## src/hw/lcpr_defs.vh

```
// Purpose: Addresses, field positions and reset values of the laser
//          channel protection and regulator configuration bank.
// Assumes: 8-bit register addresses and 8-bit register data.
// Notes:   Definitions only; included by the bank, not by its channel slice.
`ifndef LCPR_DEFS_VH
`define LCPR_DEFS_VH

// ****************************************************************
// Register addresses
// ****************************************************************
`define LCPR_ADDR_STAT0      8'h00
`define LCPR_ADDR_STAT1      8'h01
`define LCPR_ADDR_CH1_CFG    8'h10
`define LCPR_ADDR_CH1_OCTHR  8'h11
`define LCPR_ADDR_CH1_REG    8'h13
`define LCPR_ADDR_CH2_CFG    8'h15
`define LCPR_ADDR_CH2_OCTHR  8'h16
`define LCPR_ADDR_CH2_REG    8'h18
`define LCPR_ADDR_MASK       8'h1D

// ****************************************************************
// Field positions
// ****************************************************************
// Channel configuration register
`define LCPR_CFG_CCM_BIT     0
`define LCPR_CFG_ECAP_BIT    1
`define LCPR_CFG_OCOMP_BIT   4
// Channel regulator register
`define LCPR_REG_SATTHR_LSB  2
`define LCPR_REG_SATTHR_MSB  3
`define LCPR_REG_COMP_LSB    4
`define LCPR_REG_COMP_MSB    6
// Shared mask register
`define LCPR_MSK_OSC_BIT     0
`define LCPR_MSK_SAT1_BIT    2
`define LCPR_MSK_SAT2_BIT    3
`define LCPR_MSK_FOC1_BIT    5
`define LCPR_MSK_FOC2_BIT    6
// First status register
`define LCPR_ST0_OVC2_BIT    4
`define LCPR_ST0_OVC1_BIT    5
`define LCPR_ST0_OSC_BIT     6
// Second status register
`define LCPR_ST1_SAT1_BIT    2
`define LCPR_ST1_SAT2_BIT    6

// ****************************************************************
// Reset values
// ****************************************************************
`define LCPR_RST_OCTHR       8'hFF
`define LCPR_RST_COMP        3'h3
`define LCPR_RST_SATTHR      2'h0
`define LCPR_RST_CCM         1'b0
`define LCPR_RST_ECAP        1'b0
`define LCPR_RST_OCOMP       1'b1
`define LCPR_RST_MSK_OSC     1'b0
`define LCPR_RST_MSK_SAT     1'b1
`define LCPR_RST_FOC         1'b0
`define LCPR_RDATA_IDLE      8'h00
`define LCPR_RST_CHECK_N     1'b1
`define LCPR_RST_DISABLE     2'h0

`endif

```

## src/hw/lcpr_sync2.v

```verilog
// Purpose: Two-flop synchroniser for asynchronous level inputs.
// Assumes: Inputs are levels that stay stable for several clocks.
// Notes:   First stage feeds only the second stage.
`timescale 1ns/1ns

module lcpr_sync2
#(
  parameter WIDTH = 1
)
(
  input  wire             clock,   // System clock
  input  wire             resetn,  // Asynchronous reset, active low
  input  wire [WIDTH-1:0] async_i, // Level from outside the domain
  output wire [WIDTH-1:0] sync_o   // Level safe to use in the domain
);

  reg [WIDTH-1:0] meta_r;
  reg [WIDTH-1:0] sync_r;

  // ****************************************************************
  // Two stages, cleared by reset
  // ****************************************************************
  always @(posedge clock or negedge resetn)
  begin
    if (!resetn)
    begin
      meta_r <= {WIDTH{1'b0}};
      sync_r <= {WIDTH{1'b0}};
    end
    else
    begin
      meta_r <= async_i;
      sync_r <= meta_r;
    end
  end

  assign sync_o = sync_r;

endmodule

```

## src/hw/lcpr_chan_fault.v

```verilog
// Purpose: Sticky overcurrent and saturation flags of one laser channel.
// Assumes: Event inputs are already synchronised to clock.
// Notes:   A new event in the clearing cycle keeps the flag set.
`timescale 1ns/1ns

module lcpr_chan_fault
(
  input  wire clock,          // System clock
  input  wire resetn,         // Asynchronous reset, active low
  input  wire ovc_evt,        // Overcurrent seen by the comparator
  input  wire force_ovc,      // Forced overcurrent from software
  input  wire sat_evt,        // Output transistor below threshold
  input  wire clr_ovc,        // First status register was read
  input  wire clr_sat,        // Second status register was read
  output wire overcurrent_flag, // Sticky overcurrent flag
  output wire saturation_flag   // Sticky saturation flag
);

  reg ovc_r;
  reg ovc_nxt;
  reg sat_r;
  reg sat_nxt;

  // ****************************************************************
  // Flag update: set wins over the read clear
  // ****************************************************************
  // Force is reapplied every cycle, so a read cannot drop the flag
  // while forcing stays on.
  always @*
  begin
    ovc_nxt = ovc_evt | force_ovc | (ovc_r & ~clr_ovc);
    sat_nxt = sat_evt | (sat_r & ~clr_sat);
  end

  // Flag registers
  always @(posedge clock or negedge resetn)
  begin
    if (!resetn)
    begin
      ovc_r <= 1'b0;
      sat_r <= 1'b0;
    end
    else
    begin
      ovc_r <= ovc_nxt;
      sat_r <= sat_nxt;
    end
  end

  assign overcurrent_flag = ovc_r;
  assign saturation_flag  = sat_r;

endmodule

```

## src/hw/lcpr_top.v

```verilog
// Purpose: Configuration and fault signalling bank for two laser
//          channels: thresholds, regulator settings, masks, status.
// Assumes: The serial front end delivers decoded one-cycle read and
//          write strobes with an 8-bit address on this clock.
// Notes:   Fault and comparator inputs are asynchronous and are
//          synchronised here before use.
`timescale 1ns/1ns
`include "lcpr_defs.vh"

// Summary of operation
// - Channel 1 overcurrent threshold is 8-bit RW, resets 0xFF, 0x0A minimum; lower codes are stored as written, not clamped.
// - Channel 2 overcurrent threshold is separate 8-bit RW, resets 0xFF.
// - Force bit set makes overcurrent flag, low check output, channel off.
// - Forced overcurrent persists until the force bit is cleared.
// - Force bits are RW, reset 0, at mask register bits 5 and 6.
// - External loop capacitor connected only while its enable bit is 1.
// - Three-bit compensation at bits 6:4, resets 011, 111 fastest.
// - Offset compensation enable at bit 4, resets 1, 0 disables.
// - Oscillator fault disables both channels, sets flag, drives check low.
// - Oscillator mask at bit 0, reset 0, hides it from check output.
// - Saturation threshold at bits 3:2, reset 00, selects four voltages.
// - Transistor below threshold sets saturation flag and signals check output.
// - Channel 1 saturation mask at bit 2, resets 1, hides signalling.
// - Current-control mode routes monitor pin to the converter.
// - Channel 2 saturation mask at bit 3, resets 1, hides signalling.
// - Any unmasked status flag drives check output low.
// - Reading status acknowledges errors; required before channels re-enable.
// - Oscillator flag at status 0 bit 6, saturation 1 at status 1 bit 2.
module lcpr_top
(
  input  wire       clock,         // System clock, 100 MHz
  input  wire       resetn,        // Asynchronous reset, active low
  input  wire       reg_wr,        // Register write strobe, one cycle
  input  wire       reg_rd,        // Register read strobe, one cycle
  input  wire [7:0] reg_addr,      // Register address
  input  wire [7:0] reg_wdata,     // Write data
  output wire [7:0] reg_rdata,     // Read data, valid after read
  input  wire [1:0] ovc_detect,    // Overcurrent comparators, async
  input  wire [1:0] sat_detect,    // Saturation comparators, async
  input  wire       osc_watchdog,  // Oscillator watchdog fault, async
  input  wire [1:0] internal_resistor_disable, // External resistor used
  input  wire [1:0] converter_sense_select,    // 1: internal sense node
  output wire       check_output_n,        // Fault signal, active low
  output wire [1:0] chan_disable,          // Laser channel shut off
  output wire [7:0] ch1_ovc_thr_code,      // Channel 1 threshold code
  output wire [7:0] ch2_ovc_thr_code,      // Channel 2 threshold code
  output wire [2:0] ch1_comp_code,         // Channel 1 compensation
  output wire [2:0] ch2_comp_code,         // Channel 2 compensation
  output wire [1:0] ch1_sat_thr_code,      // Channel 1 sat. threshold
  output wire [1:0] ch2_sat_thr_code,      // Channel 2 sat. threshold
  output wire [1:0] loop_cap_node_connect, // External capacitor switch
  output wire [1:0] offset_comp_enable,    // Offset compensation on
  output wire [1:0] current_control_mode,  // Current-control mode
  output wire [1:0] adc_monitor_pin_sel,   // Converter sees monitor pin
  output wire [1:0] adc_sense_node_sel     // Converter sees sense node
);

  // ****************************************************************
  // Register state
  // ****************************************************************
  reg [7:0] ch1_ovc_thr_r;
  reg [7:0] ch2_ovc_thr_r;
  reg [2:0] ch1_comp_r;
  reg [2:0] ch2_comp_r;
  reg [1:0] ch1_sat_thr_r;
  reg [1:0] ch2_sat_thr_r;
  reg [1:0] ccm_r;
  reg [1:0] ecap_r;
  reg [1:0] ocomp_r;
  reg       msk_osc_r;
  reg [1:0] msk_sat_r;
  reg [1:0] force_ovc_r;
  reg       osc_flag_r;
  reg       osc_flag_nxt;
  reg [7:0] rdata_r;
  reg [7:0] rdata_nxt;
  reg       check_n_r;
  reg       check_n_nxt;
  reg [1:0] disable_r;
  reg [1:0] disable_nxt;

  wire [1:0] ovc_sync;
  wire [1:0] sat_sync;
  wire       osc_sync;
  wire [1:0] ovc_flag;
  wire [1:0] sat_flag;
  wire       rd_stat0;
  wire       rd_stat1;
  wire [7:0] stat0_word;
  wire [7:0] stat1_word;
  wire [7:0] cfg1_word;
  wire [7:0] cfg2_word;
  wire [7:0] reg1_word;
  wire [7:0] reg2_word;
  wire [7:0] mask_word;

  // Write decode used by every register group
  function wr_hit;
    input       wr;
    input [7:0] addr;
    input [7:0] target;
    begin
      wr_hit = wr & (addr == target);
    end
  endfunction

  // ****************************************************************
  // Input synchronisers
  // ****************************************************************
  lcpr_sync2 #(.WIDTH(5)) u_sync
  (
    .clock   (clock),
    .resetn  (resetn),
    .async_i ({osc_watchdog, sat_detect, ovc_detect}),
    .sync_o  ({osc_sync, sat_sync, ovc_sync})
  );

  // ****************************************************************
  // Overcurrent threshold registers
  // ****************************************************************
  // Full 8-bit code is stored; codes below the minimum are left for
  // the analogue side to clamp.
  always @(posedge clock or negedge resetn)
  begin
    if (!resetn)
    begin
      ch1_ovc_thr_r <= `LCPR_RST_OCTHR;
      ch2_ovc_thr_r <= `LCPR_RST_OCTHR;
    end
    else
    begin
      if (wr_hit(reg_wr, reg_addr, `LCPR_ADDR_CH1_OCTHR))
        ch1_ovc_thr_r <= reg_wdata;
      if (wr_hit(reg_wr, reg_addr, `LCPR_ADDR_CH2_OCTHR))
        ch2_ovc_thr_r <= reg_wdata;
    end
  end

  // ****************************************************************
  // Channel configuration registers
  // ****************************************************************
  always @(posedge clock or negedge resetn)
  begin
    if (!resetn)
    begin
      ccm_r   <= {2{`LCPR_RST_CCM}};
      ecap_r  <= {2{`LCPR_RST_ECAP}};
      ocomp_r <= {2{`LCPR_RST_OCOMP}};
    end
    else
    begin
      if (wr_hit(reg_wr, reg_addr, `LCPR_ADDR_CH1_CFG))
      begin
        ccm_r[0]   <= reg_wdata[`LCPR_CFG_CCM_BIT];
        ecap_r[0]  <= reg_wdata[`LCPR_CFG_ECAP_BIT];
        ocomp_r[0] <= reg_wdata[`LCPR_CFG_OCOMP_BIT];
      end
      if (wr_hit(reg_wr, reg_addr, `LCPR_ADDR_CH2_CFG))
      begin
        ccm_r[1]   <= reg_wdata[`LCPR_CFG_CCM_BIT];
        ecap_r[1]  <= reg_wdata[`LCPR_CFG_ECAP_BIT];
        ocomp_r[1] <= reg_wdata[`LCPR_CFG_OCOMP_BIT];
      end
    end
  end

  // ****************************************************************
  // Regulator registers: compensation and saturation threshold
  // ****************************************************************
  always @(posedge clock or negedge resetn)
  begin
    if (!resetn)
    begin
      ch1_comp_r    <= `LCPR_RST_COMP;
      ch2_comp_r    <= `LCPR_RST_COMP;
      ch1_sat_thr_r <= `LCPR_RST_SATTHR;
      ch2_sat_thr_r <= `LCPR_RST_SATTHR;
    end
    else
    begin
      if (wr_hit(reg_wr, reg_addr, `LCPR_ADDR_CH1_REG))
      begin
        ch1_comp_r    <= reg_wdata[`LCPR_REG_COMP_MSB:`LCPR_REG_COMP_LSB];
        ch1_sat_thr_r <=
          reg_wdata[`LCPR_REG_SATTHR_MSB:`LCPR_REG_SATTHR_LSB];
      end
      if (wr_hit(reg_wr, reg_addr, `LCPR_ADDR_CH2_REG))
      begin
        ch2_comp_r    <= reg_wdata[`LCPR_REG_COMP_MSB:`LCPR_REG_COMP_LSB];
        ch2_sat_thr_r <=
          reg_wdata[`LCPR_REG_SATTHR_MSB:`LCPR_REG_SATTHR_LSB];
      end
    end
  end

  // ****************************************************************
  // Shared mask and force register
  // ****************************************************************
  always @(posedge clock or negedge resetn)
  begin
    if (!resetn)
    begin
      msk_osc_r   <= `LCPR_RST_MSK_OSC;
      msk_sat_r   <= {2{`LCPR_RST_MSK_SAT}};
      force_ovc_r <= {2{`LCPR_RST_FOC}};
    end
    else if (wr_hit(reg_wr, reg_addr, `LCPR_ADDR_MASK))
    begin
      msk_osc_r      <= reg_wdata[`LCPR_MSK_OSC_BIT];
      msk_sat_r[0]   <= reg_wdata[`LCPR_MSK_SAT1_BIT];
      msk_sat_r[1]   <= reg_wdata[`LCPR_MSK_SAT2_BIT];
      force_ovc_r[0] <= reg_wdata[`LCPR_MSK_FOC1_BIT];
      force_ovc_r[1] <= reg_wdata[`LCPR_MSK_FOC2_BIT];
    end
  end

  // ****************************************************************
  // Status flags
  // ****************************************************************
  // A status read acknowledges that register's flags; an event in the
  // same cycle keeps its flag.
  assign rd_stat0 = reg_rd & (reg_addr == `LCPR_ADDR_STAT0);
  assign rd_stat1 = reg_rd & (reg_addr == `LCPR_ADDR_STAT1);

  lcpr_chan_fault u_ch1
  (
    .clock            (clock),
    .resetn           (resetn),
    .ovc_evt          (ovc_sync[0]),
    .force_ovc        (force_ovc_r[0]),
    .sat_evt          (sat_sync[0]),
    .clr_ovc          (rd_stat0),
    .clr_sat          (rd_stat1),
    .overcurrent_flag (ovc_flag[0]),
    .saturation_flag  (sat_flag[0])
  );

  lcpr_chan_fault u_ch2
  (
    .clock            (clock),
    .resetn           (resetn),
    .ovc_evt          (ovc_sync[1]),
    .force_ovc        (force_ovc_r[1]),
    .sat_evt          (sat_sync[1]),
    .clr_ovc          (rd_stat0),
    .clr_sat          (rd_stat1),
    .overcurrent_flag (ovc_flag[1]),
    .saturation_flag  (sat_flag[1])
  );

  // Oscillator flag, set wins over the acknowledge
  always @*
  begin
    osc_flag_nxt = osc_sync | (osc_flag_r & ~rd_stat0);
  end

  always @(posedge clock or negedge resetn)
  begin
    if (!resetn)
      osc_flag_r <= 1'b0;
    else
      osc_flag_r <= osc_flag_nxt;
  end

  // ****************************************************************
  // Channel disable and check output
  // ****************************************************************
  // Disables follow the flags, not the masks, so a masked fault still
  // shuts the laser off. Saturation is a warning and does not disable.
  always @*
  begin
    disable_nxt = ovc_flag | ovc_sync | force_ovc_r
                | {2{osc_flag_r | osc_sync}};
    check_n_nxt = ~(|ovc_flag
                  | (osc_flag_r & ~msk_osc_r)
                  | (sat_flag[0] & ~msk_sat_r[0])
                  | (sat_flag[1] & ~msk_sat_r[1]));
  end

  always @(posedge clock or negedge resetn)
  begin
    if (!resetn)
    begin
      disable_r <= `LCPR_RST_DISABLE;
      check_n_r <= `LCPR_RST_CHECK_N;
    end
    else
    begin
      disable_r <= disable_nxt;
      check_n_r <= check_n_nxt;
    end
  end

  // ****************************************************************
  // Read data
  // ****************************************************************
  // Fields not held by this bank read as zero.
  assign stat0_word = {1'b0, osc_flag_r, ovc_flag[0], ovc_flag[1],
                       4'h0};
  assign stat1_word = {1'b0, sat_flag[1], 3'h0, sat_flag[0], 2'h0};
  assign cfg1_word  = {3'h0, ocomp_r[0], 2'h0, ecap_r[0], ccm_r[0]};
  assign cfg2_word  = {3'h0, ocomp_r[1], 2'h0, ecap_r[1], ccm_r[1]};
  assign reg1_word  = {1'b0, ch1_comp_r, ch1_sat_thr_r, 2'h0};
  assign reg2_word  = {1'b0, ch2_comp_r, ch2_sat_thr_r, 2'h0};
  assign mask_word  = {1'b0, force_ovc_r[1], force_ovc_r[0], 1'b0,
                       msk_sat_r[1], msk_sat_r[0], 1'b0, msk_osc_r};

  always @*
  begin
    case (reg_addr)
      `LCPR_ADDR_STAT0:     rdata_nxt = stat0_word;
      `LCPR_ADDR_STAT1:     rdata_nxt = stat1_word;
      `LCPR_ADDR_CH1_CFG:   rdata_nxt = cfg1_word;
      `LCPR_ADDR_CH1_OCTHR: rdata_nxt = ch1_ovc_thr_r;
      `LCPR_ADDR_CH1_REG:   rdata_nxt = reg1_word;
      `LCPR_ADDR_CH2_CFG:   rdata_nxt = cfg2_word;
      `LCPR_ADDR_CH2_OCTHR: rdata_nxt = ch2_ovc_thr_r;
      `LCPR_ADDR_CH2_REG:   rdata_nxt = reg2_word;
      `LCPR_ADDR_MASK:      rdata_nxt = mask_word;
      default:              rdata_nxt = `LCPR_RDATA_IDLE;
    endcase
  end

  // Read data is captured on the strobe and held until the next read
  always @(posedge clock or negedge resetn)
  begin
    if (!resetn)
      rdata_r <= `LCPR_RDATA_IDLE;
    else if (reg_rd)
      rdata_r <= rdata_nxt;
  end

  // ****************************************************************
  // Analogue control outputs
  // ****************************************************************
  // In current-control mode the internal resistor is unused, so the
  // converter is pointed at the monitor pin.
  assign adc_monitor_pin_sel = current_control_mode
                             | ~converter_sense_select;
  assign adc_sense_node_sel  = ~current_control_mode
                             & converter_sense_select;

  assign reg_rdata             = rdata_r;
  assign check_output_n        = check_n_r;
  assign chan_disable          = disable_r;
  assign ch1_ovc_thr_code      = ch1_ovc_thr_r;
  assign ch2_ovc_thr_code      = ch2_ovc_thr_r;
  assign ch1_comp_code         = ch1_comp_r;
  assign ch2_comp_code         = ch2_comp_r;
  assign ch1_sat_thr_code      = ch1_sat_thr_r;
  assign ch2_sat_thr_code      = ch2_sat_thr_r;
  assign loop_cap_node_connect = ecap_r;
  assign offset_comp_enable    = ocomp_r;
  assign current_control_mode  = ccm_r;

endmodule

```

## config.mk

```make
export PLATFORM = sky130hd
export DESIGN_NAME = lcpr_top
export DESIGN_NICKNAME = d
export VERILOG_FILES = /design/src/hw/lcpr_sync2.v /design/src/hw/lcpr_chan_fault.v /design/src/hw/lcpr_top.v
export VERILOG_INCLUDE_DIRS = /design/src /design/src/hw
export SDC_FILE = /design/constraint.sdc
export NUM_CORES = 1
export LEC_CHECK = 0
export BUFFER_PORTS_ARGS = -buffer_cell sky130_fd_sc_hd__buf_2
export CORE_ASPECT_RATIO = 1.2
export CORE_MARGIN = 2
export CORE_UTILIZATION = 52
export CTS_CLUSTER_SIZE = 16
export DETAILED_ROUTE_END_ITERATION = 8
export HOLD_SLACK_MARGIN = 0.06
export PLACE_DENSITY_LB_ADDON = 0.2
export REMOVE_ABC_BUFFERS = 1
export SLEW_MARGIN = 20
export SYNTH_ARGS = -nofsm -noshare
export SYNTH_HDL_FRONTEND = slang
export SYNTH_SLANG_ARGS = --single-unit
```

## constraint.sdc

```tcl
create_clock -name clock -period 1.6 [get_ports clock]
set_input_delay 0.32 -clock clock [delete_from_list [all_inputs] [get_ports clock]]
set_output_delay 0.32 -clock clock [all_outputs]
set_load 0.03 [all_outputs]
```

After elaboration in Yosys (flattened, before gate mapping) --
Cells that the tools add are included.
Operators by class: eq/ne operators 8, mux-type cells 1, bitwise operators 41, reduce and logical (&&, ||, !) cells 2
Operators with widths (count):
- 8-bit one-hot mux with 9 select lines | 1
- 8-bit by 5-bit equality test with 1-bit output (second input constant) | 7
- 1-bit bitwise AND | 17
- 1-bit bitwise OR | 11
- 8-bit by 1-bit equality test with 1-bit output (second input constant) | 1
- 8-bit zero test | 1
- 2-bit bitwise OR | 4
- 1-bit inverter | 6
- 2-bit inverter | 2
- 2-bit bitwise AND | 1
- 2-bit OR reduction | 1
Storage, ports and cells: flip-flop bits (word level) 63, bits of input ports 29, output and inout port bits 47, logic and storage cells 77

Depth between registers and ports, before layout --
Gate-level depths: netlist (run 1).
depth after elaboration 6, depth in mapped cells 6, gate-level depth less buffers 4

By module --
Synthesis (run 1) repeated with hierarchy kept, for this count alone.
Unflattened totals: cell total of the unflattened synthesis 233, area total of the unflattened synthesis 2869.0 um^2
Modules (own cells, without submodules):
- lcpr_top | instances 1, cells an instance 209, area each 2471.1 um^2, seq. area each 1257.5 um^2
- lcpr_sync2 | instances 1, cells an instance 10, area each 250.2 um^2, seq. area each 250.2 um^2
- lcpr_chan_fault | instances 2, cells an instance 7, area each 73.8 um^2, seq. area each 50.0 um^2

Worst setup path after synthesis (run 1) --
OpenSTA, ideal clock, no wires.
kind in2reg, from input reg_addr[7], to register force_ovc_r[0], library setup time 0.125 ns, arrival 1.597 ns, required time 1.475 ns, slack -0.121 ns, cell stages on the path 5, cells stage by stage or4b_4 buf_4 nor3_4 nand2_2 mux2_2
On the way: cells in the longest elaborated chain, start to end 2
RTL lines:
- start: declaration | line lcpr_top.v:35 | input wire [7:0] reg_addr,
- 8-bit by 5-bit equality test with 1-bit output | line lcpr_top.v:103 | wr_hit = wr & (addr == target);
- 1-bit bitwise AND | line lcpr_top.v:103
- end signal: assignment | line lcpr_top.v:205 | force_ovc_r <= {2{`LCPR_RST_FOC}};
- end signal: assignment | line lcpr_top.v:212 | force_ovc_r[0] <= reg_wdata[`LCPR_MSK_FOC1_BIT];
- end: declaration | line lcpr_top.v:72 | reg [1:0] force_ovc_r;
No other way between the ends. A chain may end at the register's enable or synchronous reset.

Worst setup path in the final report (run 1) --
from input reg_addr[4], to register rdata_r[4] (netlist: reg_rdata[4])
On the way: cells in the longest elaborated chain, start to end 2, elaborated cells on any way between the ends 10, those cells by class 8 x eq/ne; 1 x mux; 1 x reduce/logical
RTL lines:
- 8-bit by 5-bit equality test with 1-bit output, or another cell as far along | line lcpr_top.v:310 | case (reg_addr)
- 8-bit one-hot mux with 9 select lines * | line lcpr_top.v:310
- end signal: assignment | line lcpr_top.v:328 | rdata_r <= `LCPR_RDATA_IDLE;
- end signal: assignment | line lcpr_top.v:330 | rdata_r <= rdata_nxt;
- end: declaration | line lcpr_top.v:75 | reg [7:0] rdata_r;
Every way passes the cells marked *; elsewhere a longest branch is shown, timed or not.

==> results of run 1 <==
-- cell usage after synthesis (2+ instances only) --
master | instances | area share (%)
dfrtp_1 | 38 | 33
mux2_2 | 38 | 15
dfstp_2 | 25 | 22
inv_1 | 10 | 1.3
nand2_1 | 7 | 0.90
nor2_1 | 7 | 0.90
mux2i_1 | 5 | 1.7
nand3_1 | 5 | 0.86
a2111oi_0 | 4 | 1.2
a211oi_1 | 4 | 1.0
nor3_1 | 4 | 0.69
nor4_1 | 4 | 0.86
o2bb2ai_1 | 4 | 1.2
or3b_2 | 4 | 1.2
a211o_1 | 3 | 0.90
a21o_1 | 3 | 0.77
a32oi_1 | 3 | 0.90
buf_2 | 3 | 0.51
clkbuf_1 | 3 | 0.39
nand2b_1 | 3 | 0.64
a222oi_1 | 2 | 0.69
a22o_1 | 2 | 0.60
and2_1 | 2 | 0.43
and4_1 | 2 | 0.60
nand3_4 | 2 | 1.2
nand3b_1 | 2 | 0.51
nor3_4 | 2 | 1.1
o22ai_1 | 2 | 0.43
or2_2 | 2 | 0.43
or3_1 | 2 | 0.43
or4_1 | 2 | 0.51
-- flip-flops by register name, indices dropped and copies added, names as in the netlist, 2 cells and up --
name,cells
loop_cap_node_connect,2
ch2_ovc_thr_code,8
msk_sat_r,2
ch2_sat_thr_code,2
offset_comp_enable,2
ch1_sat_thr_code,2
ch2_comp_code,3
ch1_comp_code,3
u_sync.sync_o,5
reg_rdata,8
u_sync.meta_r,5
current_control_mode,2
ch1_ovc_thr_code,8
chan_disable,2
force_ovc_r,2
-- layout by cell type (no fill, tap or decap), types with 4 or more instances in the layout --
cell and count:
nor2_1 7, mux2i_1 5, dfrtp_1 38, clkbuf_8 10, a2111oi_0 4, nor3_1 4
or3b_2 4, nand2_1 6, dfstp_2 25, nand3_1 5, buf_4 32, inv_1 10
mux2_2 38, buf_2 73, dlygate4sd3_1 5, o2bb2ai_1 4
-- through the flow --
stage / setup TNS, ns / utilization, %
2_1_floorplan: -4.64 / -
3_3_place_gp: -11.88 / 67.5
3_5_place_dp: -12.49 / 67.5
4_1_cts: 0 / 71.8
5_1_grt: -0.255 / 73.0
6_report: 0 / 73.0
-- path summary, 6_finish.rpt --
check | from | to | slack, ns | cells past startpoint
min in group asynchronous | resetn | loop_cap_node_connect[1] | 0.51 | 3
max reg2reg | ch1_ovc_thr_code[3] | reg_rdata[3] | 0.07 | 4
min reg2reg | u_sync.meta_r[0] | u_sync.sync_o[0] | 0.35 | 0
max | reg_addr[4] | reg_rdata[4] | 0.0002 | 5
min | ovc_detect[1] | u_sync.meta_r[1] | 0.08 | 1
max in group asynchronous | resetn | ch2_comp_code[0] | 0.77 | 3
-- cells by family after synthesis --
| logic type | count (synthesis) | share of synthesized area (%) |
|---|---|---|
| compound gates | 35 | 9.81 |
| mux | 43 | 16.4 |
| flops | 63 | 55.1 |
| simple gates | 63 | 15.7 |
| buf+inv | 20 | 3.08 |
-- worst max-delay path, cell delays in order --
cell     delay [ns]
buf_2          0.08
buf_4          0.11
nor4b_1        0.63
a41oi_2        0.44
a32oi_1        0.27
-- power by group through the flow --
stage               Clock [W]  Combinational [W]  Sequential (W)
floorplan                   0           0.000117         0.00182
global placement            0           0.000430         0.00174
detailed placement          0           0.000437         0.00175
CTS                   0.00155           0.000441         0.00172
global route          0.00164           0.000484         0.00172
finish                0.00152           0.000450         0.00172
-- what timing repair did --
action | CTS | global route
endpoints found under the hold margin | 38 | 4
gates resized for setup | 0 | 6
setup endpoints to repair | 0 | 14
hold buffers | 1 | 4
-- metal layers --
metal / track usage, % / vias to the layer above / part of all wire [%]
met5: 0 / - / 0
met4: 11.8 / 0 / 2.2
met1: 32.2 / 1137 / 42
met3: 7.52 / 13 / 6.1
met2: 40.6 / 92 / 50
li1: - / 1086 / -
-- layout make-up --
type | instances | area share, %
inverters | 11 | 1.05
multi-input cells | 141 | 31.7
clock buffers | 11 | 3.61
clock inverters | 5 | 2.07
repair buffers | 114 | 18.5
well taps | 62 | 1.98
flip-flops and latches | 63 | 41.0
==> summary.md, run 1 <==
| Metric | Value |
|---|---|
| PD cells | `941 nW/µm²` |
| Post-layout power | `0.00369 W` |
| Die Ht | `86.1 µm` |
| Dpl cell area | `3620 µm²` |
| Layout fillers | `389` |
| Final ANT Viol Nets | `0` |
| Worst slack, placed | `-0.326 ns` |
| Comb power frac | `12.2%` |
| Status | `finished clean` |
| Pleak | `1.83 nW` |
| Ports | `76` |
| Core box area | `5370 µm²` |
| Global-route wire length before repair | `11600 µm` |
| Layout area overhead | `34.3%` |
| DR vias | `2328` |
| EDFF count, synth | `0` |
| Seq/Total Area, Yosys | `55.1%` |
| Latest clock arrival within the worst-skew pair | `0.34 ns` |
| Final setup skew | `0.00358 ns` |
| Vias/cell | `5.72` |
| Tot GR Track Use | `25.6%` |
| Final Hold Fails | `0` |
| Initial antenna violation count | `0` |
| Largest net degree at the start of global routing | `64` |
| YS warnings | `0` |
| Clk buf depth | `2` |
| Clock sinks | `63` |
| Setup crit start kind | `input pin` |
| Period utilization | `100%` |
| Sw frac | `24.8%` |
| Final cell count without fillers | `407` |
| Crit path DAT | `1.85 ns` |
| Post-synth ARST share | `100%` |
| CP Class | `in2reg` |
| Sequential Area | `1610 µm²` |
| Grt total ovfl | `0` |
| Gpl congestion | `0.897` |
| Share of cells above drive strength 1 | `60.3%` |
| Worst slew pin tran | `0.767 ns` |
| N_diodes | `0` |
| Clk pin slew, worst setup/hold paths | `0.06 ns` |
| Worst hold slack | `0.0847 ns` |
| Slew margin rel. | `48.2%` |
| Class of the worst hold path | `in2reg` |
| Clock power share | `41.2%` |
| Cells after Synth | `224` |
| Synth Flop Type | `dfrtp_1` |
| Area occupied by multi-input gates | `1240 µm²` |
| Clk root buf | `clkbuf_8` |
| PnR worst setup slack | `0.000167 ns` |
| Distinct cell type count after synthesis | `56` |
| Final Instance Area | `3920 µm²` |
| Cell Rows | `29` |
| Vias in the first global route | `2296` |
| P_int | `0.00277 W` |
| FF+latch count, synth | `63` |
| First-pass iteration count of the detailed router | `4` |
| Critical Path Sink Type | `flop` |
| Total CTS buffers | `9` |
| CTS tree | `built` |
| HPWL Detailed | `5370 µm` |
| DRC | `0` |
| Mapped Area | `2920 µm²` |
| Sw Pwr | `0.000915 W` |
| Final WL | `7370 µm` |
| Crit path max fanout | `6` |
| Avg Cell Area, Syn | `13.0 µm²` |
| Final setup violation count | `0` |
| Crit path required time | `1.85 ns` |
| Starting density of the core | `54.4%` |
| Placed Instances | `386` |
| CTS HTree Levels | `3` |
| Die width | `72.4 µm` |
| Minimum clock period | `1.60 ns` |
| Routed len/inst | `18.1 µm` |
| VDD IR-drop max | `1.33 mV` |
| Port Buffer Count | `73` |
| Die area | `6230 µm²` |
| Fmax achieved | `0.625 GHz` |
| Maxcap violations | `0` |
| Iteration-0 DRC count of the detailed router | `168` |
| Pins Over Slew Limit | `0` |
| Post-CTS Setup Bufs | `0` |
| Final net count | `369` |
| Sequential power share | `46.6%` |
No activity file was read; power rests on OpenSTA's default activity.
==> inputs of run 2 (changes only) <==
--- a/config.mk
+++ b/config.mk
@@ -6,10 +6,11 @@
 export SDC_FILE = /design/constraint.sdc
 export NUM_CORES = 1
 export LEC_CHECK = 0
+export ABC_AREA = 1
 export BUFFER_PORTS_ARGS = -buffer_cell sky130_fd_sc_hd__buf_2
 export CORE_ASPECT_RATIO = 1.2
 export CORE_MARGIN = 2
-export CORE_UTILIZATION = 52
+export CORE_UTILIZATION = 45
 export CTS_CLUSTER_SIZE = 16
 export DETAILED_ROUTE_END_ITERATION = 8
 export HOLD_SLACK_MARGIN = 0.06
==> summary.md, run 2 <==
| Metric | Value |
|---|---|
| Maxcap violations | `0` |
| Global-route wire length before repair | `11400 µm` |
| First-pass iteration count of the detailed router | `4` |
| Synth top area share | `32.5%` |
| CP Class | `reg2out` |
| Pins Over Slew Limit | `0` |
| Vias/cell | `4.93` |
| Max incr delay on CP | `0.41 ns` |
| Most frequent cells in the layout | `94 x nand2_1, 73 x buf_2, 38 x dfrtp_1` |
| Clock sinks | `63` |
| CTS Hold Bufs | `1` |
| Core box area | `6370 µm²` |
| Fmax achieved | `0.700 GHz` |
| Top cells by count, synth | `94 x nand2_1, 38 x dfrtp_1, 37 x inv_1` |
| Sw Pwr | `0.00101 W` |
| R2R setup slack | `0.41 ns` |
| Unrepaired setup endpoints after global routing | `no` |
| Distinct cell type count after synthesis | `27` |
| Most numerous cell in the Yosys netlist | `nand2_1` |
| Latest clock arrival within the worst-skew pair | `0.34 ns` |
| Clk buf depth | `2` |
| EDFF count, synth | `0` |
| FF+latch count, synth | `63` |
| Crit path max fanout | `3` |
| Tot GR Track Use | `20.5%` |
| Class of the worst hold path | `in2reg` |
| YS warnings | `0` |
| Initial antenna violation count | `0` |
| Iteration-0 DRC count of the detailed router | `109` |
| HPWL Detailed | `5050 µm` |
| Largest cells by area after synthesis | `dfrtp_1 33%, dfstp_2 22%, nand2_1 12%` |
| CP dominant cell by count | `inv_1` |
| Final net count | `445` |
| Final cell count without fillers | `506` |
| Crit path DAT | `1.11 ns` |
| Seq/Total Area, Yosys | `55.0%` |
| Critical Path Sink Type | `primary output` |
| Final setup violation count | `0` |
| Port Buffer Count | `73` |
| P_int | `0.00257 W` |
| Routed len/inst | `13.5 µm` |
| Post-synth ARST share | `100%` |
| Status | `finished clean` |
| Minimum clock period | `1.43 ns` |
| Slew margin rel. | `66.8%` |
| Die width | `77.6 µm` |
| Resize count post-CTS | `0` |
| Pleak | `1.93 nW` |
| VDD IR-drop max | `0.601 mV` |
| Avg Cell Area, Syn | `8.89 µm²` |
| Sequential power share | `49.4%` |
| Largest net degree at the start of global routing | `64` |
| Total CTS buffers | `9` |
| Starting density of the core | `45.9%` |
| Vias in the first global route | `2392` |
| Grt total ovfl | `0` |
| Crit path required time | `1.28 ns` |
| CP Cell Sequence | `inv_1, nand2_1, inv_1, buf_2` |
| Final WL | `6820 µm` |
| Sw frac | `28.2%` |
| DR vias | `2493` |
| Setup crit start kind | `flop` |
| Die area | `7160 µm²` |
| Post-layout power | `0.00357 W` |
| Clock power share | `38.2%` |
| CP max stage cell | `dfrtp_1` |
| PD cells | `982 nW/µm²` |
| Die Ht | `92.3 µm` |
| Period utilization | `89.3%` |
| Post-CTS Setup Bufs | `0` |
| Layout area overhead | `24.5%` |
| DRC | `0` |
| Mapped Area | `2920 µm²` |
| Final Hold Fails | `0` |
| Cells after Synth | `329` |
| Ports | `76` |
| Most common cell after layout, fill and taps aside | `nand2_1` |
| CTS HTree Levels | `3` |
| Placed Instances | `489` |
| CTS tree | `built` |
| Gpl congestion | `0.887` |
| Cell Rows | `32` |
| Comb power frac | `12.5%` |
| Cell taking the most area after synthesis | `dfrtp_1` |
| Final setup skew | `0.00460 ns` |
| Final ANT Viol Nets | `0` |
| Worst slew pin tran | `0.485 ns` |
| N_diodes | `0` |
| Util after Layout | `57.2%` |
| Clk root buf | `clkbuf_8` |
| Share of cells above drive strength 1 | `33.7%` |
| Synth Flop Type | `dfrtp_1` |
| Clk pin slew, worst setup/hold paths | `0.07 ns` |
run 2: cell type report:
cell class                      count  area [µm²]
Fill cell                         590        2730
Sequential cell                    63        1610
Multi-Input combinational cell    221        1120
Timing Repair Buffer               82         460
Inverter                           39         146
Clock buffer                        9         124
Tap cell                           85         106
Clock inverter                      7        72.6
run 2: worst max-delay path: cells and delay by family, from the launching register on:
| family | cells | cell delay (ns) |
|---|---|---|
| buffers and inverters | 3 | 0.31 |
| flip-flops | 1 | 0.41 |
| AND/OR/NAND/NOR | 1 | 0.06 |
run 2: worst paths after layout:
kind,cells past startpoint,endpoint,startpoint
worst max-delay path,4,adc_sense_node_sel[1],current_control_mode[1]
worst min-delay path,1,u_sync.meta_r[2],sat_detect[0]
worst max register to register,2,check_output_n,msk_sat_r[1]
worst min register to register,0,u_sync.sync_o[2],u_sync.meta_r[2]
max in group asynchronous,3,ch2_ovc_thr_code[0],resetn
min in group asynchronous,3,loop_cap_node_connect[0],resetn
run 2: logic make-up after synthesis:
logic type,Yosys count,synth area share [%]
and+or+nand+nor,172,28.1
DFF,63,55.0
AOI/OAI and AO/OA,49,10.3
buffers and inverters,45,6.63
run 2: metal layers:
metal	wire length [µm]	GRT usage [%]	vias up
met5	0	0	-
met4	101	8.18	0
met3	362	4.97	9
met2	3320	32.9	75
met1	3040	26.7	1188
li1	-	-	1221
run 2: power by group through the flow:
stage / clock network [W] / registers, W / logic (W)
after CTS: 0.00139 / 0.00176 / 0.000451
after detailed placement: 0 / 0.00179 / 0.000448
after floorplan: 0 / 0.00190 / 0.000141
after global placement: 0 / 0.00179 / 0.000443
after global routing: 0.00147 / 0.00177 / 0.000483
final: 0.00136 / 0.00176 / 0.000446
run 2: metrics by stage:
step | TNS, ns | hold slack [ns] | cell area, µm² | setup WS, ns
after global routing | 0 | 0.0667 | 3640 | 0.119
after floorplan | -0.000837 | 0.0244 | 2880 | -0.000837
final | 0 | 0.0864 | 3640 | 0.171
after detailed placement | 0 | 0.335 | 3430 | 0.0523
after CTS | 0 | 0.0698 | 3640 | 0.166
after global placement | 0 | 0.332 | 3430 | 0.0736
